[src/pmw_pkg.sv]
`default_nettype none
package pmw_pkg;
	// timing: one clock at 125 MHz
	localparam int unsigned CLK_PERIOD_NS      = 8;
	localparam int unsigned POWER_ON_DELAY_US  = 100000;
	localparam int unsigned POWER_ON_DELAY_CYC = POWER_ON_DELAY_US * 1000 / CLK_PERIOD_NS;
	// start-up waits, counted in system clock ticks
	localparam int unsigned RC_WAIT_SHORT      = 2;
	localparam int unsigned RC_WAIT_LONG       = 1024;
	localparam int unsigned XTAL_WAIT          = 1024;
	localparam int unsigned CNT_W              = 24;

	// register byte addresses
	localparam logic [7:0] ADDR_CTRL = 8'h00;
	localparam logic [7:0] ADDR_CFG  = 8'h04;
	localparam logic [7:0] ADDR_STAT = 8'h08;
	localparam logic [7:0] ADDR_WAKE = 8'h0C;

	// control_reg_zero fields
	localparam int unsigned CTRL_SEL_BIT = 0;
	localparam int unsigned CTRL_LP_BIT  = 1;
	localparam logic [7:0]  CTRL_MASK    = 8'h03;
	localparam logic [7:0]  CTRL_RST     = 8'h00;
	// oscillator configuration fields
	localparam int unsigned CFG_OSC_LSB         = 0;
	localparam int unsigned CFG_SLOW_RC_OFF_BIT = 2;
	localparam int unsigned CFG_WDT_SYS_BIT     = 3;
	localparam int unsigned CFG_RC_SHORT_BIT    = 4;
	localparam logic [7:0]  CFG_MASK         = 8'h1F;
	localparam logic [7:0]  CFG_RST          = 8'h03;
	localparam logic [7:0]  WAKE_RST         = 8'h00;
	// status fields
	localparam int unsigned STAT_SLEPT_BIT   = 0;
	localparam int unsigned STAT_EXPIRED_BIT = 1;
	localparam int unsigned STAT_SLOW_BIT    = 2;
	localparam int unsigned STAT_SLEEP_BIT   = 3;
	localparam int unsigned STAT_BUSY_BIT    = 4;
	localparam int unsigned STAT_CAUSE_LSB   = 5;

	// oscillator pin configurations
	localparam logic [1:0] OSC_FAST_XTAL = 2'h0;
	localparam logic [1:0] OSC_EXT_RC    = 2'h1;
	localparam logic [1:0] OSC_FAST_RC   = 2'h2;
	localparam logic [1:0] OSC_RC_XTAL   = 2'h3;

	localparam logic [1:0] RESP_OKAY   = 2'h0;
	localparam logic [1:0] RESP_DECERR = 2'h3;

	typedef enum logic [3:0] {
		ST_RUN    = 4'h1,
		ST_SLEEP  = 4'h2,
		ST_RSTDLY = 4'h4,
		ST_START  = 4'h8
	} pmw_state_e;

	typedef enum logic [2:0] {
		WK_NONE = 3'h0,
		WK_RST  = 3'h1,
		WK_PORT = 3'h2,
		WK_IRQ  = 3'h3,
		WK_WDT  = 3'h4
	} pmw_wake_e;

	typedef struct packed {
		logic        awvalid;
		logic [7:0]  awaddr;
		logic        wvalid;
		logic [31:0] wdata;
		logic [3:0]  wstrb;
		logic        bready;
		logic        arvalid;
		logic [7:0]  araddr;
		logic        rready;
	} pmw_axi_req_s;

	typedef struct packed {
		logic        awready;
		logic        wready;
		logic        bvalid;
		logic [1:0]  bresp;
		logic        arready;
		logic        rvalid;
		logic [31:0] rdata;
		logic [1:0]  rresp;
	} pmw_axi_rsp_s;

	typedef struct packed {
		logic       halt;
		logic       clr_wdt;
		logic [7:0] irq_req;
		logic [7:0] irq_en;
		logic       stack_full;
		logic       wdt_ovf;
	} pmw_core_s;

	typedef struct packed {
		logic fast_run;
		logic xtal_run;
		logic rc_run;
		logic xtal_lp;
	} pmw_osc_s;
endpackage
`default_nettype wire

[src/pmw_top.sv]
`timescale 1ns/1ps
`default_nettype none
// Functional notes
// slow RC runs in sleep unless disabled
// slow crystal only with fast RC
// select bit picks fast or slow clock
// select honoured only in fast RC+crystal
// sleep stops fast clock, crystal keeps running
// halt enters sleep whatever the select
// sleep holds core, state retained
// sleep entry clears watchdog, slow clock counts
// halt sets sleep flag, clears expired flag
// four wake sources
// clear pin wake gives full reset
// watchdog wake: expired flag, PC/SP reset
// sleep flag cleared by reset, clear-watchdog
// port A wake needs enable bit
// masked interrupt wake resumes after halt
// enabled interrupt wake takes interrupt; here not while stack_full is high, the core resumes after the halt instead
// already-set request never wakes
// start-up wait after any wake
// software sets crystal low power
// low power bit clears at reset
// clock switching free of glitches
module pmw_top #(
	parameter int unsigned POR_CYC = pmw_pkg::POWER_ON_DELAY_CYC
) (
	input  wire logic                  aclk,
	input  wire logic                  aresetn,
	input  wire pmw_pkg::pmw_axi_req_s axi_req,
	output pmw_pkg::pmw_axi_rsp_s      axi_rsp,
	input  wire pmw_pkg::pmw_core_s    core,
	input  wire logic [7:0]            pa_pin,
	input  wire logic                  ext_clear_pin_n,
	input  wire logic                  fast_tick,
	input  wire logic                  slow_tick,
	output pmw_pkg::pmw_osc_s          osc,
	output logic                       sys_tick,
	output logic                       core_hold,
	output logic                       full_reset,
	output logic                       pc_sp_reset,
	output logic                       irq_take,
	output logic                       wdt_clear,
	output logic                       wdt_run,
	output logic                       sleep_mode,
	output logic                       slow_mode
);
	import pmw_pkg::*;

	typedef struct packed {
		pmw_state_e           st;      // operating mode
		logic [CNT_W-1:0]     cnt;     // delay counter
		pmw_wake_e            cause;   // last wake source
		logic [7:0]           ctrl;    // control_reg_zero
		logic [7:0]           cfg;     // oscillator options
		logic [7:0]           wake_en; // port_a_wake_enable
		logic                 slept;   // sleep_entered_flag
		logic                 tof;     // watchdog_expired_flag
		logic [7:0]           irq_arm; // requests able to wake
		logic [7:0]           pa_s1;   // pin sync, first stage
		logic [7:0]           pa_s2;   // pin sync, second stage
		logic [7:0]           pa_s3;   // previous synced level
		logic                 rst_s1;  // clear pin sync
		logic                 rst_s2;
		logic                 aw_got;  // write address held
		logic                 w_got;   // write data held
		logic [7:0]           aw_addr;
		logic [7:0]           w_data;
		logic                 w_stb;
		logic                 bvalid;
		logic [1:0]           bresp;
		logic                 rvalid;
		logic [7:0]           rdata;
		logic [1:0]           rresp;
		logic                 wdt_clr; // one-cycle pulses
		logic                 pcsp;
		logic                 itake;
	} pmw_top_s;

	pmw_top_s         s_ff, nxt_s;
	logic             use_slow;  // effective select
	logic             on_slow;   // source in use
	logic             xtal_cfg;  // fast RC + slow crystal
	logic [7:0]       pa_fall;   // enabled falling edges
	logic [7:0]       irq_hit;   // armed requests
	logic             wdt_hit;   // overflow while counting
	logic [CNT_W-1:0] start_len; // start-up wait length

	// decode shared by the read and write paths
	function automatic logic is_mapped(input logic [7:0] a);
		is_mapped = (a == ADDR_CTRL) || (a == ADDR_CFG) ||
			(a == ADDR_STAT) || (a == ADDR_WAKE);
	endfunction

	function automatic logic [CNT_W-1:0] wait_len(input logic [7:0] c);
		if (c[CFG_OSC_LSB+:2] == OSC_FAST_XTAL) begin
			wait_len = CNT_W'(XTAL_WAIT);
		end else if (c[CFG_RC_SHORT_BIT]) begin
			wait_len = CNT_W'(RC_WAIT_SHORT);
		end else begin
			wait_len = CNT_W'(RC_WAIT_LONG);
		end
	endfunction

	assign xtal_cfg  = s_ff.cfg[CFG_OSC_LSB+:2] == OSC_RC_XTAL;
	assign use_slow  = s_ff.ctrl[CTRL_SEL_BIT] & xtal_cfg;
	assign pa_fall   = s_ff.pa_s3 & ~s_ff.pa_s2 & s_ff.wake_en;
	assign irq_hit   = core.irq_req & s_ff.irq_arm;
	assign wdt_hit   = core.wdt_ovf & wdt_run;
	assign start_len = wait_len(s_ff.cfg);

	// glitch-free source switch, stopped in sleep
	pmw_clk_sel u_sel (
		.aclk      (aclk),
		.aresetn   (aresetn),
		.fast_tick (fast_tick),
		.slow_tick (slow_tick),
		.use_slow  (use_slow),
		.stop      (s_ff.st == ST_SLEEP),
		.sys_tick  (sys_tick),
		.on_slow   (on_slow)
	);

	// next-state logic: bus slave, flags, mode sequencer
	always_comb begin
		nxt_s         = s_ff;
		nxt_s.wdt_clr = 1'b0;
		nxt_s.pcsp    = 1'b0;
		nxt_s.itake   = 1'b0;
		// pins from outside pass two flops first
		nxt_s.pa_s1   = pa_pin;
		nxt_s.pa_s2   = s_ff.pa_s1;
		nxt_s.pa_s3   = s_ff.pa_s2;
		nxt_s.rst_s1  = ext_clear_pin_n;
		nxt_s.rst_s2  = s_ff.rst_s1;

		// write address and data taken in either order
		if (axi_req.awvalid && !s_ff.aw_got && !s_ff.bvalid) begin
			nxt_s.aw_got  = 1'b1;
			nxt_s.aw_addr = axi_req.awaddr;
		end
		if (axi_req.wvalid && !s_ff.w_got && !s_ff.bvalid) begin
			nxt_s.w_got  = 1'b1;
			nxt_s.w_data = axi_req.wdata[7:0];
			nxt_s.w_stb  = axi_req.wstrb[0];
		end
		if (s_ff.bvalid && axi_req.bready) begin
			nxt_s.bvalid = 1'b0;
		end
		// both halves held: commit, then answer
		if (s_ff.aw_got && s_ff.w_got) begin
			nxt_s.aw_got = 1'b0;
			nxt_s.w_got  = 1'b0;
			nxt_s.bvalid = 1'b1;
			nxt_s.bresp  = is_mapped(s_ff.aw_addr) ? RESP_OKAY : RESP_DECERR;
			if (s_ff.w_stb) begin
				case (s_ff.aw_addr)
					ADDR_CTRL: begin
						nxt_s.ctrl = s_ff.w_data & CTRL_MASK;
					end
					ADDR_CFG: begin
						nxt_s.cfg = s_ff.w_data & CFG_MASK;
					end
					ADDR_WAKE: begin
						nxt_s.wake_en = s_ff.w_data;
					end
					default: begin
						nxt_s.bresp = nxt_s.bresp; // status is read-only
					end
				endcase
			end
		end

		// read: one word per request, answered next cycle
		if (s_ff.rvalid && axi_req.rready) begin
			nxt_s.rvalid = 1'b0;
		end
		if (axi_req.arvalid && !s_ff.rvalid) begin
			nxt_s.rvalid = 1'b1;
			nxt_s.rresp  = is_mapped(axi_req.araddr) ? RESP_OKAY : RESP_DECERR;
			case (axi_req.araddr)
				ADDR_CTRL: begin
					nxt_s.rdata = s_ff.ctrl;
				end
				ADDR_CFG: begin
					nxt_s.rdata = s_ff.cfg;
				end
				ADDR_STAT: begin
					nxt_s.rdata = {s_ff.cause, s_ff.st != ST_RUN,
						s_ff.st == ST_SLEEP, on_slow, s_ff.tof, s_ff.slept};
				end
				ADDR_WAKE: begin
					nxt_s.rdata = s_ff.wake_en;
				end
				default: begin
					nxt_s.rdata = 8'h00;
				end
			endcase
		end

		// clear-watchdog drops the sleep flag; halt below wins
		if (core.clr_wdt) begin
			nxt_s.slept = 1'b0;
		end

		// mode sequencer
		case (s_ff.st)
			ST_RUN: begin
				// a halt under a held clear pin is ignored altogether
				if (core.halt && s_ff.rst_s2) begin
					nxt_s.st      = ST_SLEEP;
					nxt_s.slept   = 1'b1;
					nxt_s.tof     = 1'b0;
					nxt_s.wdt_clr = 1'b1;
					nxt_s.irq_arm = ~core.irq_req;
				end
			end
			ST_SLEEP: begin
				// wake sources, watchdog first
				if (wdt_hit) begin
					nxt_s.st    = ST_START;
					nxt_s.cause = WK_WDT;
					nxt_s.cnt   = '0;
				end else if (|pa_fall) begin
					nxt_s.st    = ST_START;
					nxt_s.cause = WK_PORT;
					nxt_s.cnt   = '0;
				end else if (|irq_hit) begin
					nxt_s.st      = ST_START;
					nxt_s.cause   = WK_IRQ;
					nxt_s.cnt     = '0;
					nxt_s.irq_arm = irq_hit;
				end
			end
			ST_RSTDLY: begin
				// power-on delay runs on aclk, the oscillator may be cold
				if (s_ff.cnt == CNT_W'(POR_CYC - 1)) begin
					nxt_s.st  = ST_START;
					nxt_s.cnt = '0;
				end else begin
					nxt_s.cnt = s_ff.cnt + CNT_W'(1);
				end
			end
			ST_START: begin
				if (sys_tick) begin
					if (s_ff.cnt == start_len - CNT_W'(1)) begin
						nxt_s.st = ST_RUN;
						if (s_ff.cause == WK_WDT) begin
							nxt_s.tof  = 1'b1;
							nxt_s.pcsp = 1'b1;
						end
						if (s_ff.cause == WK_IRQ && !core.stack_full &&
							|(s_ff.irq_arm & core.irq_en)) begin
							nxt_s.itake = 1'b1;
						end
						// otherwise execution resumes after the halt
					end else begin
						nxt_s.cnt = s_ff.cnt + CNT_W'(1);
					end
				end
			end
			default: begin
				nxt_s.st = ST_RUN;
			end
		endcase

		// clear pin low: full reset from any mode, delay restarts
		if (!s_ff.rst_s2) begin
			nxt_s.st    = ST_RSTDLY;
			nxt_s.cnt   = '0;
			nxt_s.cause = WK_RST;
		end
	end

	// state register; power-on values
	always_ff @(posedge aclk) begin
		if (!aresetn) begin
			s_ff         <= '0;
			s_ff.st      <= ST_RUN;
			s_ff.ctrl    <= CTRL_RST;
			s_ff.cfg     <= CFG_RST;
			s_ff.wake_en <= WAKE_RST;
			s_ff.slept   <= 1'b0;
			s_ff.pa_s1   <= 8'hFF;
			s_ff.pa_s2   <= 8'hFF;
			s_ff.pa_s3   <= 8'hFF;
			s_ff.rst_s1  <= 1'b1;
			s_ff.rst_s2  <= 1'b1;
		end else begin
			s_ff <= nxt_s;
		end
	end

	// bus answers
	assign axi_rsp.awready = ~s_ff.aw_got & ~s_ff.bvalid;
	assign axi_rsp.wready  = ~s_ff.w_got & ~s_ff.bvalid;
	assign axi_rsp.bvalid  = s_ff.bvalid;
	assign axi_rsp.bresp   = s_ff.bresp;
	assign axi_rsp.arready = ~s_ff.rvalid;
	assign axi_rsp.rvalid  = s_ff.rvalid;
	assign axi_rsp.rdata   = {24'h000000, s_ff.rdata};
	assign axi_rsp.rresp   = s_ff.rresp;

	// oscillators: fast stops in sleep, crystal shares the fast pins
	// fast source also rests once slow mode has taken over; it restarts as
	// soon as the select drops, ahead of the switch back at a slow tick
	assign osc.fast_run = s_ff.st != ST_SLEEP && !(on_slow && use_slow);
	assign osc.xtal_run = xtal_cfg;
	assign osc.rc_run   = ~s_ff.cfg[CFG_SLOW_RC_OFF_BIT];
	assign osc.xtal_lp  = s_ff.ctrl[CTRL_LP_BIT];

	// watchdog counts in sleep only from a slow source
	assign wdt_run     = s_ff.st != ST_SLEEP || (!s_ff.cfg[CFG_WDT_SYS_BIT] &&
		(osc.rc_run || osc.xtal_run));
	assign core_hold   = s_ff.st != ST_RUN;
	assign full_reset  = s_ff.st == ST_RSTDLY;
	assign pc_sp_reset = s_ff.pcsp;
	assign irq_take    = s_ff.itake;
	assign wdt_clear   = s_ff.wdt_clr;
	assign sleep_mode  = s_ff.st == ST_SLEEP;
	assign slow_mode   = on_slow;
endmodule
`default_nettype wire

[src/pmw_clk_sel.sv]
`timescale 1ns/1ps
`default_nettype none
// picks the system tick from the fast or slow oscillator tick
module pmw_clk_sel (
	input  wire logic aclk,
	input  wire logic aresetn,
	input  wire logic fast_tick,
	input  wire logic slow_tick,
	input  wire logic use_slow,
	input  wire logic stop,
	output logic      sys_tick,
	output logic      on_slow
);
	typedef struct packed {
		logic cur;  // source in use, 1 = slow
		logic skip; // new source not yet aligned
	} pmw_sel_s;

	pmw_sel_s s_ff, nxt_s;
	logic     cur_tick; // tick of the source in use

	// switching only at a tick of the old source, then dropping the new
	// source's first partial period, keeps every period whole
	always_comb begin
		nxt_s    = s_ff;
		cur_tick = s_ff.cur ? slow_tick : fast_tick;
		sys_tick = cur_tick & ~s_ff.skip & ~stop;
		if (s_ff.skip && cur_tick) begin
			nxt_s.skip = 1'b0;
		end else if (!s_ff.skip && cur_tick && use_slow != s_ff.cur) begin
			nxt_s.cur  = use_slow;
			nxt_s.skip = 1'b1;
		end
	end

	// state register
	always_ff @(posedge aclk) begin
		if (!aresetn) begin
			s_ff <= '0;
		end else begin
			s_ff <= nxt_s;
		end
	end

	assign on_slow = s_ff.cur;
endmodule
`default_nettype wire

[config.mk]
export PLATFORM = sky130hd
export DESIGN_NAME = pmw_top
export DESIGN_NICKNAME = d
export VERILOG_FILES = /design/src/pmw_pkg.sv /design/src/pmw_top.sv /design/src/pmw_clk_sel.sv
export SDC_FILE = /design/constraint.sdc
export NUM_CORES = 1
export LEC_CHECK = 0
export BUFFER_PORTS_ARGS = -buffer_cell sky130_fd_sc_hd__buf_2
export CORE_UTILIZATION = 39
export CTS_CLUSTER_DIAMETER = 100
export DETAILED_ROUTE_END_ITERATION = 7
export GPL_ROUTABILITY_DRIVEN = 0
export PLACE_DENSITY = 0.73
export REMOVE_ABC_BUFFERS = 1
export SLEW_MARGIN = 20
export SYNTH_ARGS = -nofsm -noshare
export SYNTH_HDL_FRONTEND = slang
export SYNTH_SLANG_ARGS = --single-unit
[constraint.sdc]
create_clock -name aclk -period 4.35 [get_ports aclk]
set_input_delay 0.2175 -clock aclk [delete_from_list [all_inputs] [get_ports aclk]]
set_output_delay 0.2175 -clock aclk [all_outputs]
set_load 0.02 [all_outputs]
==> Word level (Yosys, flattened, before mapping) <==
Index checks and enable logic that the tools add are counted.
{ "totals": {"ff_bits": 120, "output_inout_bits": 54, "elab_cells": 187} }
{ "classes": {"n_reduce_logical": 61, "n_eq_ne": 35, "bitwise": 21, "muxes": 37, "addsub": 2} }
{ "ops": {"columns": ["operator", "count"], "rows": [
  ["31-bit 2-to-1 mux", 3],
  ["24-bit 2-to-1 mux", 3],
  ["24-bit one-hot mux with 3 select lines", 1],
  ["8-bit bitwise AND", 4],
  ["8-bit by 4-bit == test with 1-bit output, second input constant", 4],
  ["8-bit one-hot mux with 4 select lines", 1],
  ["30-bit 2-to-1 mux", 1],
  ["28-bit 2-to-1 mux", 1],
  ["24-bit by 1-bit adder with 24-bit output, second input constant", 1],
  ["24-bit == test", 1],
  ["24-bit == test, second input constant", 1],
  ["8-bit 2-to-1 mux", 3],
  ["8-bit OR reduction", 3],
  ["24-bit by 1-bit subtractor with 24-bit output, second input constant", 1],
  ["11-bit 2-to-1 mux", 2],
  ["5-bit AND reduction", 4],
  ["1-bit logical AND", 17],
  ["8-bit by 3-bit == test with 1-bit output, second input constant", 2],
  ["8-bit zero test", 2],
  ["2-bit inequality test, second input constant", 8],
  ["8-bit inverter", 2],
  ["4-bit one-hot mux with 4 select lines", 1],
  ["8-bit one-hot mux with 2 select lines", 1],
  ["4-bit 2-to-1 mux", 3],
  ["other kinds (31)", 86]
]} }

==> Longest topological paths before layout <==
Gate-level depths: netlist of run 1.
{ "depth": {"ltp_word": 8, "mapped_depth": 10, "ltp_nobuf": 7} }

==> Modules after synthesis <==
A second synthesis of run 1 with hierarchy kept.
{ "unflattened": {"cells_unflattened": 605, "area_unflattened_um2": 5292.6} }
{ "modules_own_cells": {"columns": ["mod", "n_inst", "area_per_inst_um2", "cells_per_inst"], "rows": [
  ["pmw_top", 1, 5180.0, 591],
  ["pmw_clk_sel", 1, 112.6, 14]
]} }

==> Worst setup path before layout of run 1 <==
No wires, ideal clock.
{ "synth_path": {"path_type": "register to register", "from": "reg s_ff[126] (netlist bit)", "to": "reg s_ff[106] (netlist bit)", "setup_slack_ns": 2.164, "arrival_ns": 2.116, "setup_ns": 0.070, "required_ns": 4.280, "period_less_slack_ns": 2.186, "path_stages_with_launch": 7, "cell_sequence": "dfxtp_1 nor4b_2 or2b_1 o211ai_2 buf_6 or4_1 a21oi_1"} }
{ "synth_lines": {"columns": ["item", "line_no", "rtl"], "rows": [
  ["start: declaration", "pmw_top.sv:80", "pmw_top_s s_ff, nxt_s;"],
  ["start signal: assignment", "pmw_top.sv:290", "s_ff <= nxt_s;"],
  ["4-bit by 3-bit == test with 1-bit output *", null, null],
  ["net full_reset", "pmw_top.sv:40", "output logic full_reset,"],
  ["3-bit nonzero test (no line)", null, null],
  ["4-bit AND reduction (no line)", null, null]
]} }
The timed path passes the listed nets; every way through them passes the cells marked *.
A chain may end at the register's enable or synchronous reset.

==> Worst setup path after layout of run 1 <==
{ "layout_path": {"from": "reg s_ff[123] (netlist bit)", "to": "reg s_ff[66] (netlist bit)"} }
{ "layout_via": {"elab_chain_cells": 5} }
{ "layout_rtl": {"columns": ["item", "line_no", "rtl"], "rows": [
  ["4-bit by 2-bit inequality test with 1-bit output", "pmw_top.sv:313", "assign wdt_run = s_ff.st != ST_SLEEP || (!s_ff.cfg[CFG_WDT_SYS_BIT] &&"],
  ["1-bit logical OR", "pmw_top.sv:313", null],
  ["1-bit bitwise AND", "pmw_top.sv:109", "assign wdt_hit = core.wdt_ovf & wdt_run;"],
  ["2-bit inequality test (no line)", null, null],
  ["5-bit AND reduction (no line)", null, null]
]} }
Several ways; a longest one is shown, not always the timed one.

==> metrics.cfg, run 1 <==
[floorplanning]
rows = 42
initial_core_util = 0.4060
fp.dieW_um = 120.3
coreArea_um2 = 13450
fp.dieArea_um2 = 14480
io_pins = 144
die_h_um = 120.3

[clock_tree]
insertion_delay_ns = 0.41
cts_setup_buffers = 0
clockRootBuffer = clkbuf_16
cts.clk_slew.worst_paths_ns = 0.06
numCtsBuffers = 17
htree_num_levels = 4
clock-sinks = 118
cts_tree = built
clock_path_buffers = 2

[timing]
fin_crit_sh = 0.6505
worstMarginPinSlew_ns = 0.7802
fmax_mhz = 353.4
finalClockSkew_ns = 0.009074
maxSlewViolCount = 0
slew_headroom = 0.4799
min_period_ns = 2.830
final-setup-viol-count = 0
tns_ns = 0
rsz0062_at_grt = false
hold_violations = 0

[setup_path]
cpPeakStageDelay_ns = 0.63
cp.required_ns = 4.66
end_kind = flip-flop
startpoint_type = flip-flop
crit_path_frequent_cell = nor2_1
reg2reg_from = s_ff[123]$_SDFFE_PN1P_
crit_buf_inv = 1
crit_family = simple AND/OR/NAND/NOR gates
cp_max_fo = 12
path_cells = nor4b_1 > nand3_1 > inv_1 > nor2_1 > nor2_1 > a21boi_0 > o21a_1
critical_path_class = reg2reg
cpMaxStageDelayCell = nor4b_1
crit_arrival_ns = 3.14
r2r_slack_ns = 1.52
rr_worst_depth = 7
r2r-end = s_ff[66]$_SDFFE_PN0P_

[power]
pwr-share-seq = 0.423
power_frac_comb = 0.086
p_leak_uw = 0.002669
power_density_nw_per_um2 = 418.3
swShare = 0.2527
power.internal_uw = 2027
ir_drop_v = 0.0002628
power.switching_uw = 685.4
clock_power_share = 0.491

[finish]
fin_cells = 883
layout-drive-gt1-share = 0.2093
n_antenna_cell = 0
layout_commonest_cell = dfxtp_1
fillCellCount = 1284
final_cell_mix = dfxtp_1, buf_2, nand2_1, nor2_1, a21oi_1
area_delta_synth_final_pct = 18.72
multi_input_area_um2 = 2709
final_core_util = 0.4820
fin_nets = 786
fin_area_um2 = 6484
seqCellArea_um2 = 2362

[logic_synthesis]
synthArstFlopShare = 0
yosysTopAreaCellShare = 0.4325
ys_top_cells_by_area = dfxtp_1, buf_4, nand2_1, nor2_1, mux2i_1
synth_edf_count = 0
synth_cell_type_count = 70
yosysWarnings = 0
syn_area_per_cell_um2 = 8.895
synth_top_area_cell = dfxtp_1
ys_seq_area_frac = 0.4325
synth_area_um2 = 5461
ys_seq_elements = 118
syn-instance-count = 614
synth_flop_cell = dfxtp_1

[run_status]
status = complete, no violations

[global_route]
grt_pass1_wl_um = 19540
grtUsageTotal = 0.1719
overflow = 0
grt_pass1_vias = 4046
grt_max_degree = 51
antenna_found_initial = 0

[flow_run]
maxCapViolCount = 0

[route]
viasPerCell = 5.094
ant_nets = 0
wl_per_cell_um = 13.48
drc = 0
drt_wl_total_um = 11900
vias = 4498
drt_pass1_iterations = 6
drtIter0Drc = 330

[hold_path]
hold_depth = 3
hold_start = axi_req[55]
holdCritPathClass = in2reg
holdPathEnd = s_ff[33]$_SDFFE_PN0P_

[placement]
hpwl_um = 8260
post-place-cells = 841
portBuffers = 92
place_area_um2 = 5804

-- state kept, by name, indices dropped and copies added (netlist names) --
name           flops
axi_rsp           12
irq_take           1
nxt_s             17
osc                1
pc_sp_reset        1
s_ff              83
u_sel.on_slow      1
u_sel.s_ff         1
wdt_clear          1
-- worst reg2reg max path: stages, from the launching register on --
cell and delay, ns:
dfxtp_1 0.40, nor4b_1 0.63, nand3_1 0.57, inv_1 0.27
nor2_1 0.07, nor2_1 0.41, a21boi_0 0.17, o21a_1 0.21
-- layer usage --
layer  track usage  up-vias  wire length [µm]
met5             0        -                 0
met4       0.07639        0               216
met3       0.04245       15               651
met2        0.2629      159              5252
met1        0.2285     2053              5781
li1              -     2271                 -
-- Yosys cell counts (all sizes together), types with 9 or more instances --
| master | instances |
|---|---|
| dfxtp | 118 |
| nand2 | 67 |
| nor2 | 61 |
| buf | 46 |
| a21oi | 42 |
| nand2b | 30 |
| mux2i | 21 |
| clkbuf | 19 |
| o21ai | 18 |
| nand3 | 14 |
| nor3 | 12 |
| inv | 11 |
| nand4 | 11 |
| a21boi | 9 |
| o21a | 9 |
-- cell type report --
cell class / instances / area share
clock buffers: 19 / 0.06986
clock inverters: 13 / 0.01949
flip-flops and latches: 118 / 0.3643
inverters: 12 / 0.006947
repair buffers: 103 / 0.08761
multi-input cells: 442 / 0.4178
well taps: 176 / 0.03396
-- per-stage QoR --
stage / setup slack (ns) / total power (µW) / hold slack (ns)
finish: 1.520 / 2712 / 0.04629
detailed placement: 1.543 / 1395 / 0.3925
global route: 1.131 / 2815 / 0.04602
CTS: 1.520 / 2737 / 0.02966
global placement: 1.593 / 1392 / 0.3891
floorplan: 1.867 / 1307 / 0.2794
-- logic make-up after synthesis --
group	after synthesis	share of synthesized area
other cells	1	0.0006866
fa+ha+maj	2	0.004581
compound gates	124	0.1567
xor+xnor	12	0.01924
simple gates	256	0.2502
flops	118	0.4325
buf+inv	77	0.08728
mux	24	0.04880
-- worst max path at each step --
stage                              to  cells past startpoint              startpoint
2_1_floorplan  s_ff[111]$_SDFFE_PN0P_                      5  s_ff[126]$_SDFFE_PN0P_
3_3_place_gp    s_ff[63]$_SDFFE_PN0P_                      7  s_ff[123]$_SDFFE_PN1P_
3_5_place_dp    s_ff[68]$_SDFFE_PN0P_                      7  s_ff[123]$_SDFFE_PN1P_
4_1_cts        s_ff[111]$_SDFFE_PN0P_                      7   s_ff[80]$_SDFFE_PN1P_
5_1_grt         s_ff[68]$_SDFFE_PN0P_                      7  s_ff[123]$_SDFFE_PN1P_
6_report        s_ff[66]$_SDFFE_PN0P_                      7  s_ff[123]$_SDFFE_PN1P_
-- power groups by stage --
stage	Combinational (µW)	Sequential, µW	Clock [µW]
final	232	1150	1330
after global routing	260	1150	1400
after CTS	233	1150	1360
after detailed placement	225	1170	0
after global placement	223	1170	0
after floorplan	139	1170	0
-- timing repair --
| action | CTS | global route |
|---|---|---|
| endpoints found under the hold margin | 10 | 0 |
| gates resized for setup | 0 | 0 |
| hold buffers | 10 | 0 |
Power figures use the tool's default switching activity.
==> run 2, diff against run 1 <==
--- a/config.mk
+++ b/config.mk
@@ -5,12 +5,13 @@
 export SDC_FILE = /design/constraint.sdc
 export NUM_CORES = 1
 export LEC_CHECK = 0
+export ABC_AREA = 1
 export BUFFER_PORTS_ARGS = -buffer_cell sky130_fd_sc_hd__buf_2
 export CORE_UTILIZATION = 39
 export CTS_CLUSTER_DIAMETER = 100
 export DETAILED_ROUTE_END_ITERATION = 7
 export GPL_ROUTABILITY_DRIVEN = 0
-export PLACE_DENSITY = 0.73
+export PLACE_DENSITY = 0.74
 export REMOVE_ABC_BUFFERS = 1
 export SLEW_MARGIN = 20
 export SYNTH_ARGS = -nofsm -noshare
==> constraint.sdc (replaced) <==
create_clock -name aclk -period 2.45 [get_ports aclk]
set_input_delay 0.1225 -clock aclk [delete_from_list [all_inputs] [get_ports aclk]]
set_output_delay 0.1225 -clock aclk [all_outputs]
set_load 0.02 [all_outputs]
==> run 2 against run 1 <==
Against the previous run:
- sequential share of layout area down 5.6 points
- count of clock-buffer cells in the layout down 2
- critical endpoint is now s_ff[108]$_SDFFE_PN0P_
- critical path depth up 6
- first-iteration DRC count up 21%
- cell area up 18%
- non-clock buffer count up 36
- critical path type unchanged
- largest power group unchanged
- global-route usage up 3.2 points
==> metrics.cfg, run 2 <==
[logic_synthesis]
synth_edf_count = 0
synthArstFlopShare = 0
synth_cell_type_count = 42
ys_seq_area_frac = 0.3781
yosysMostFrequentCell = nand2_1
ys_seq_elements = 118
yosysTopAreaCellShare = 0.3781
syn_area_per_cell_um2 = 6.807
synth_common_cells = nand2_1, nor2_1, dfxtp_1
syn-instance-count = 918
synth_flop_cell = dfxtp_1
ys_top_cells_by_area = dfxtp_1, nand2_1, nor2_1, o21ai_0, buf_4
synth_area_um2 = 6248
synth_top_area_cell = dfxtp_1
yosysWarnings = 0

[finish]
top_register = s_ff
layout_commonest_cell = nand2_1
layout-drive-gt1-share = 0.2075
fillCellCount = 1476
fin_area_um2 = 7659
n_antenna_cell = 0
multi_input_area_um2 = 3202
final_core_util = 0.4964
final_cell_mix = nand2_1, nor2_1, dfxtp_1, buf_2, inv_1
fin_nets = 1125
area_delta_synth_final_pct = 22.57
largest_reg_flops = 83
seqCellArea_um2 = 2362

[route]
wl_per_cell_um = 12.81
viasPerCell = 4.885
drt_pass1_iterations = 5
ant_nets = 0
vias = 6141
drc = 0
drtIter0Drc = 400
drt_wl_total_um = 16100

[clock_tree]
cts.repair.resized = 0
clock_path_buffers = 2
numCtsBuffers = 17
cts.clk_slew.worst_paths_ns = 0.06
htree_num_levels = 4
clockRootBuffer = clkbuf_16
insertion_delay_ns = 0.42
cts_tree = built
clock-sinks = 118

[timing]
slew_headroom = 0.5857
tns_ns = 0
min_period_ns = 2.100
hold_violations = 0
maxSlewViolCount = 0
timing.hold.ws_ns = 0.02921
fin_crit_sh = 0.8570
final-setup-viol-count = 0
worstMarginPinSlew_ns = 0.6164
rsz0062_at_grt = false
fmax_mhz = 476.2
finalClockSkew_ns = 0.01429

[floorplanning]
io_pins = 144
die_h_um = 128.6
rows = 45
fp.dieW_um = 128.6
coreArea_um2 = 15430
fp.dieArea_um2 = 16530
initial_core_util = 0.4050

[power]
power_frac_comb = 0.208
ir_drop_v = 0.0007369
swShare = 0.3290
p_leak_uw = 0.003241
clock_power_share = 0.429
power_density_nw_per_um2 = 781.4
power.internal_uw = 4016
power.switching_uw = 1969
pwr-share-seq = 0.362

[setup_path]
rr_worst_depth = 13
end_kind = flip-flop
crit_arrival_ns = 2.45
reg2reg_from = s_ff[126]$_SDFFE_PN0P_
r2r-end = s_ff[108]$_SDFFE_PN0P_
cp.required_ns = 2.80
critical_path_class = reg2reg
r2r_slack_ns = 0.35
startpoint_type = flip-flop
cp_max_fo = 21

[global_route]
grt_max_degree = 37
grtUsageTotal = 0.2043
grt_pass1_vias = 5735
antenna_found_initial = 0
overflow = 0
grt_pass1_wl_um = 26640

[hold_path]
hold_start = core[0]
holdCritPathClass = in2reg
hold_depth = 3
holdPathEnd = s_ff[98]$_SDFFE_PN0P_

[placement]
portBuffers = 92
place_area_um2 = 6739
hpwl_um = 11060

[flow_run]
maxCapViolCount = 0

[run_status]
status = complete, no violations

==> run 2: cell count changes after synthesis, sizes merged, moves of 8 or more <==
cell	previous run	this run
nor2	61	140
nand2	67	241
and3	8	0
a21boi	9	0
o21ai	18	64
nand3	14	58
mux2i	21	0
a311oi	8	0
or2	1	20
a21oi	42	62
nand2b	30	0
inv	11	85
==> run 2: critical path: stages, from the launching register on <==
cell and delay, ns:
dfxtp_1 0.41, inv_2 0.08, nand2_2 0.10, nor2_4 0.07
inv_2 0.29, nand3_1 0.14, inv_2 0.09, nor2_1 0.05
inv_1 0.08, nand2_1 0.13, nor2_8 0.14, buf_4 0.23
nand2_1 0.08, a21oi_1 0.14
==> run 2: final cells by class <==
type                       count  share of cell area
inverter                      87             0.04313
multi-input combinational    670              0.4181
tap                          211             0.03447
timing repair buffer         139              0.1163
sequential                   118              0.3084
clock buffer                  17             0.05555
clock inverter                15             0.02402
==> run 2: routing by layer <==
layer / up-vias / GRT usage / wire length (µm)
met5: - / 0 / 0
met4: 0 / 0.07336 / 231
met3: 23 / 0.05447 / 904
met2: 207 / 0.3548 / 7920
met1: 2789 / 0.2418 / 7049
li1: 3122 / - / -
==> run 2: power groups by stage <==
stage          Clock [µW]  Combinational [µW]  Sequential [µW]
2_1_floorplan           0                 832             2190
3_3_place_gp            0                1180             2200
3_5_place_dp            0                1200             2210
4_1_cts              2600                1240             2170
5_1_grt              2700                1390             2180
6_report             2570                1250             2170
==> run 2: worst max path at each step <==
| stage | startpoint | cells past startpoint | slack [ns] | to |
|---|---|---|---|---|
| 6_report | s_ff[126]$_SDFFE_PN0P_ | 13 | 0.35 | s_ff[108]$_SDFFE_PN0P_ |
| 5_1_grt | s_ff[126]$_SDFFE_PN0P_ | 13 | 0.13 | s_ff[122]$_SDFFE_PN0P_ |
| 4_1_cts | s_ff[126]$_SDFFE_PN0P_ | 13 | 0.35 | s_ff[101]$_SDFFE_PN0P_ |
| 3_5_place_dp | s_ff[126]$_SDFFE_PN0P_ | 13 | 0.37 | s_ff[122]$_SDFFE_PN0P_ |
| 3_3_place_gp | s_ff[126]$_SDFFE_PN0P_ | 13 | 0.42 | s_ff[108]$_SDFFE_PN0P_ |
| 2_1_floorplan | s_ff[99]$_SDFFE_PN0P_ | 12 | 0.41 | s_ff[126]$_SDFFE_PN0P_ |
==> run 2: cells by family (layout without fill, tap and decap cells) <==
family,Yosys count,count (layout),share of synthesized area
adder cells (fa/ha/maj),2,2,0.004004
AO/OA/AOI/OAI,144,144,0.1352
AND/OR/NAND/NOR,491,491,0.3462
flip-flops,118,118,0.3781
other,1,24,0.0006001
buffers and inverters,153,258,0.1233
XOR/XNOR,9,9,0.01262
==> run 2: through the flow <==
stage / cells / worst slack (ns) / total power (µW)
floorplan: 875 / 0.4078 / 3027
global placement: 1194 / 0.4176 / 3378
detailed placement: 1194 / 0.3709 / 3403
CTS: 1256 / 0.3511 / 6007
global route: 1257 / 0.1300 / 6272
finish: 1257 / 0.3502 / 5984
==> run 2: timing repair <==
| item | 4_1_cts | 5_1_grt |
|---|---|---|
| buffers inserted | 0 | 0 |
| hold buffers | 30 | 1 |
| endpoints found under the hold margin | 29 | 1 |
| setup endpoints to repair | 0 | 0 |
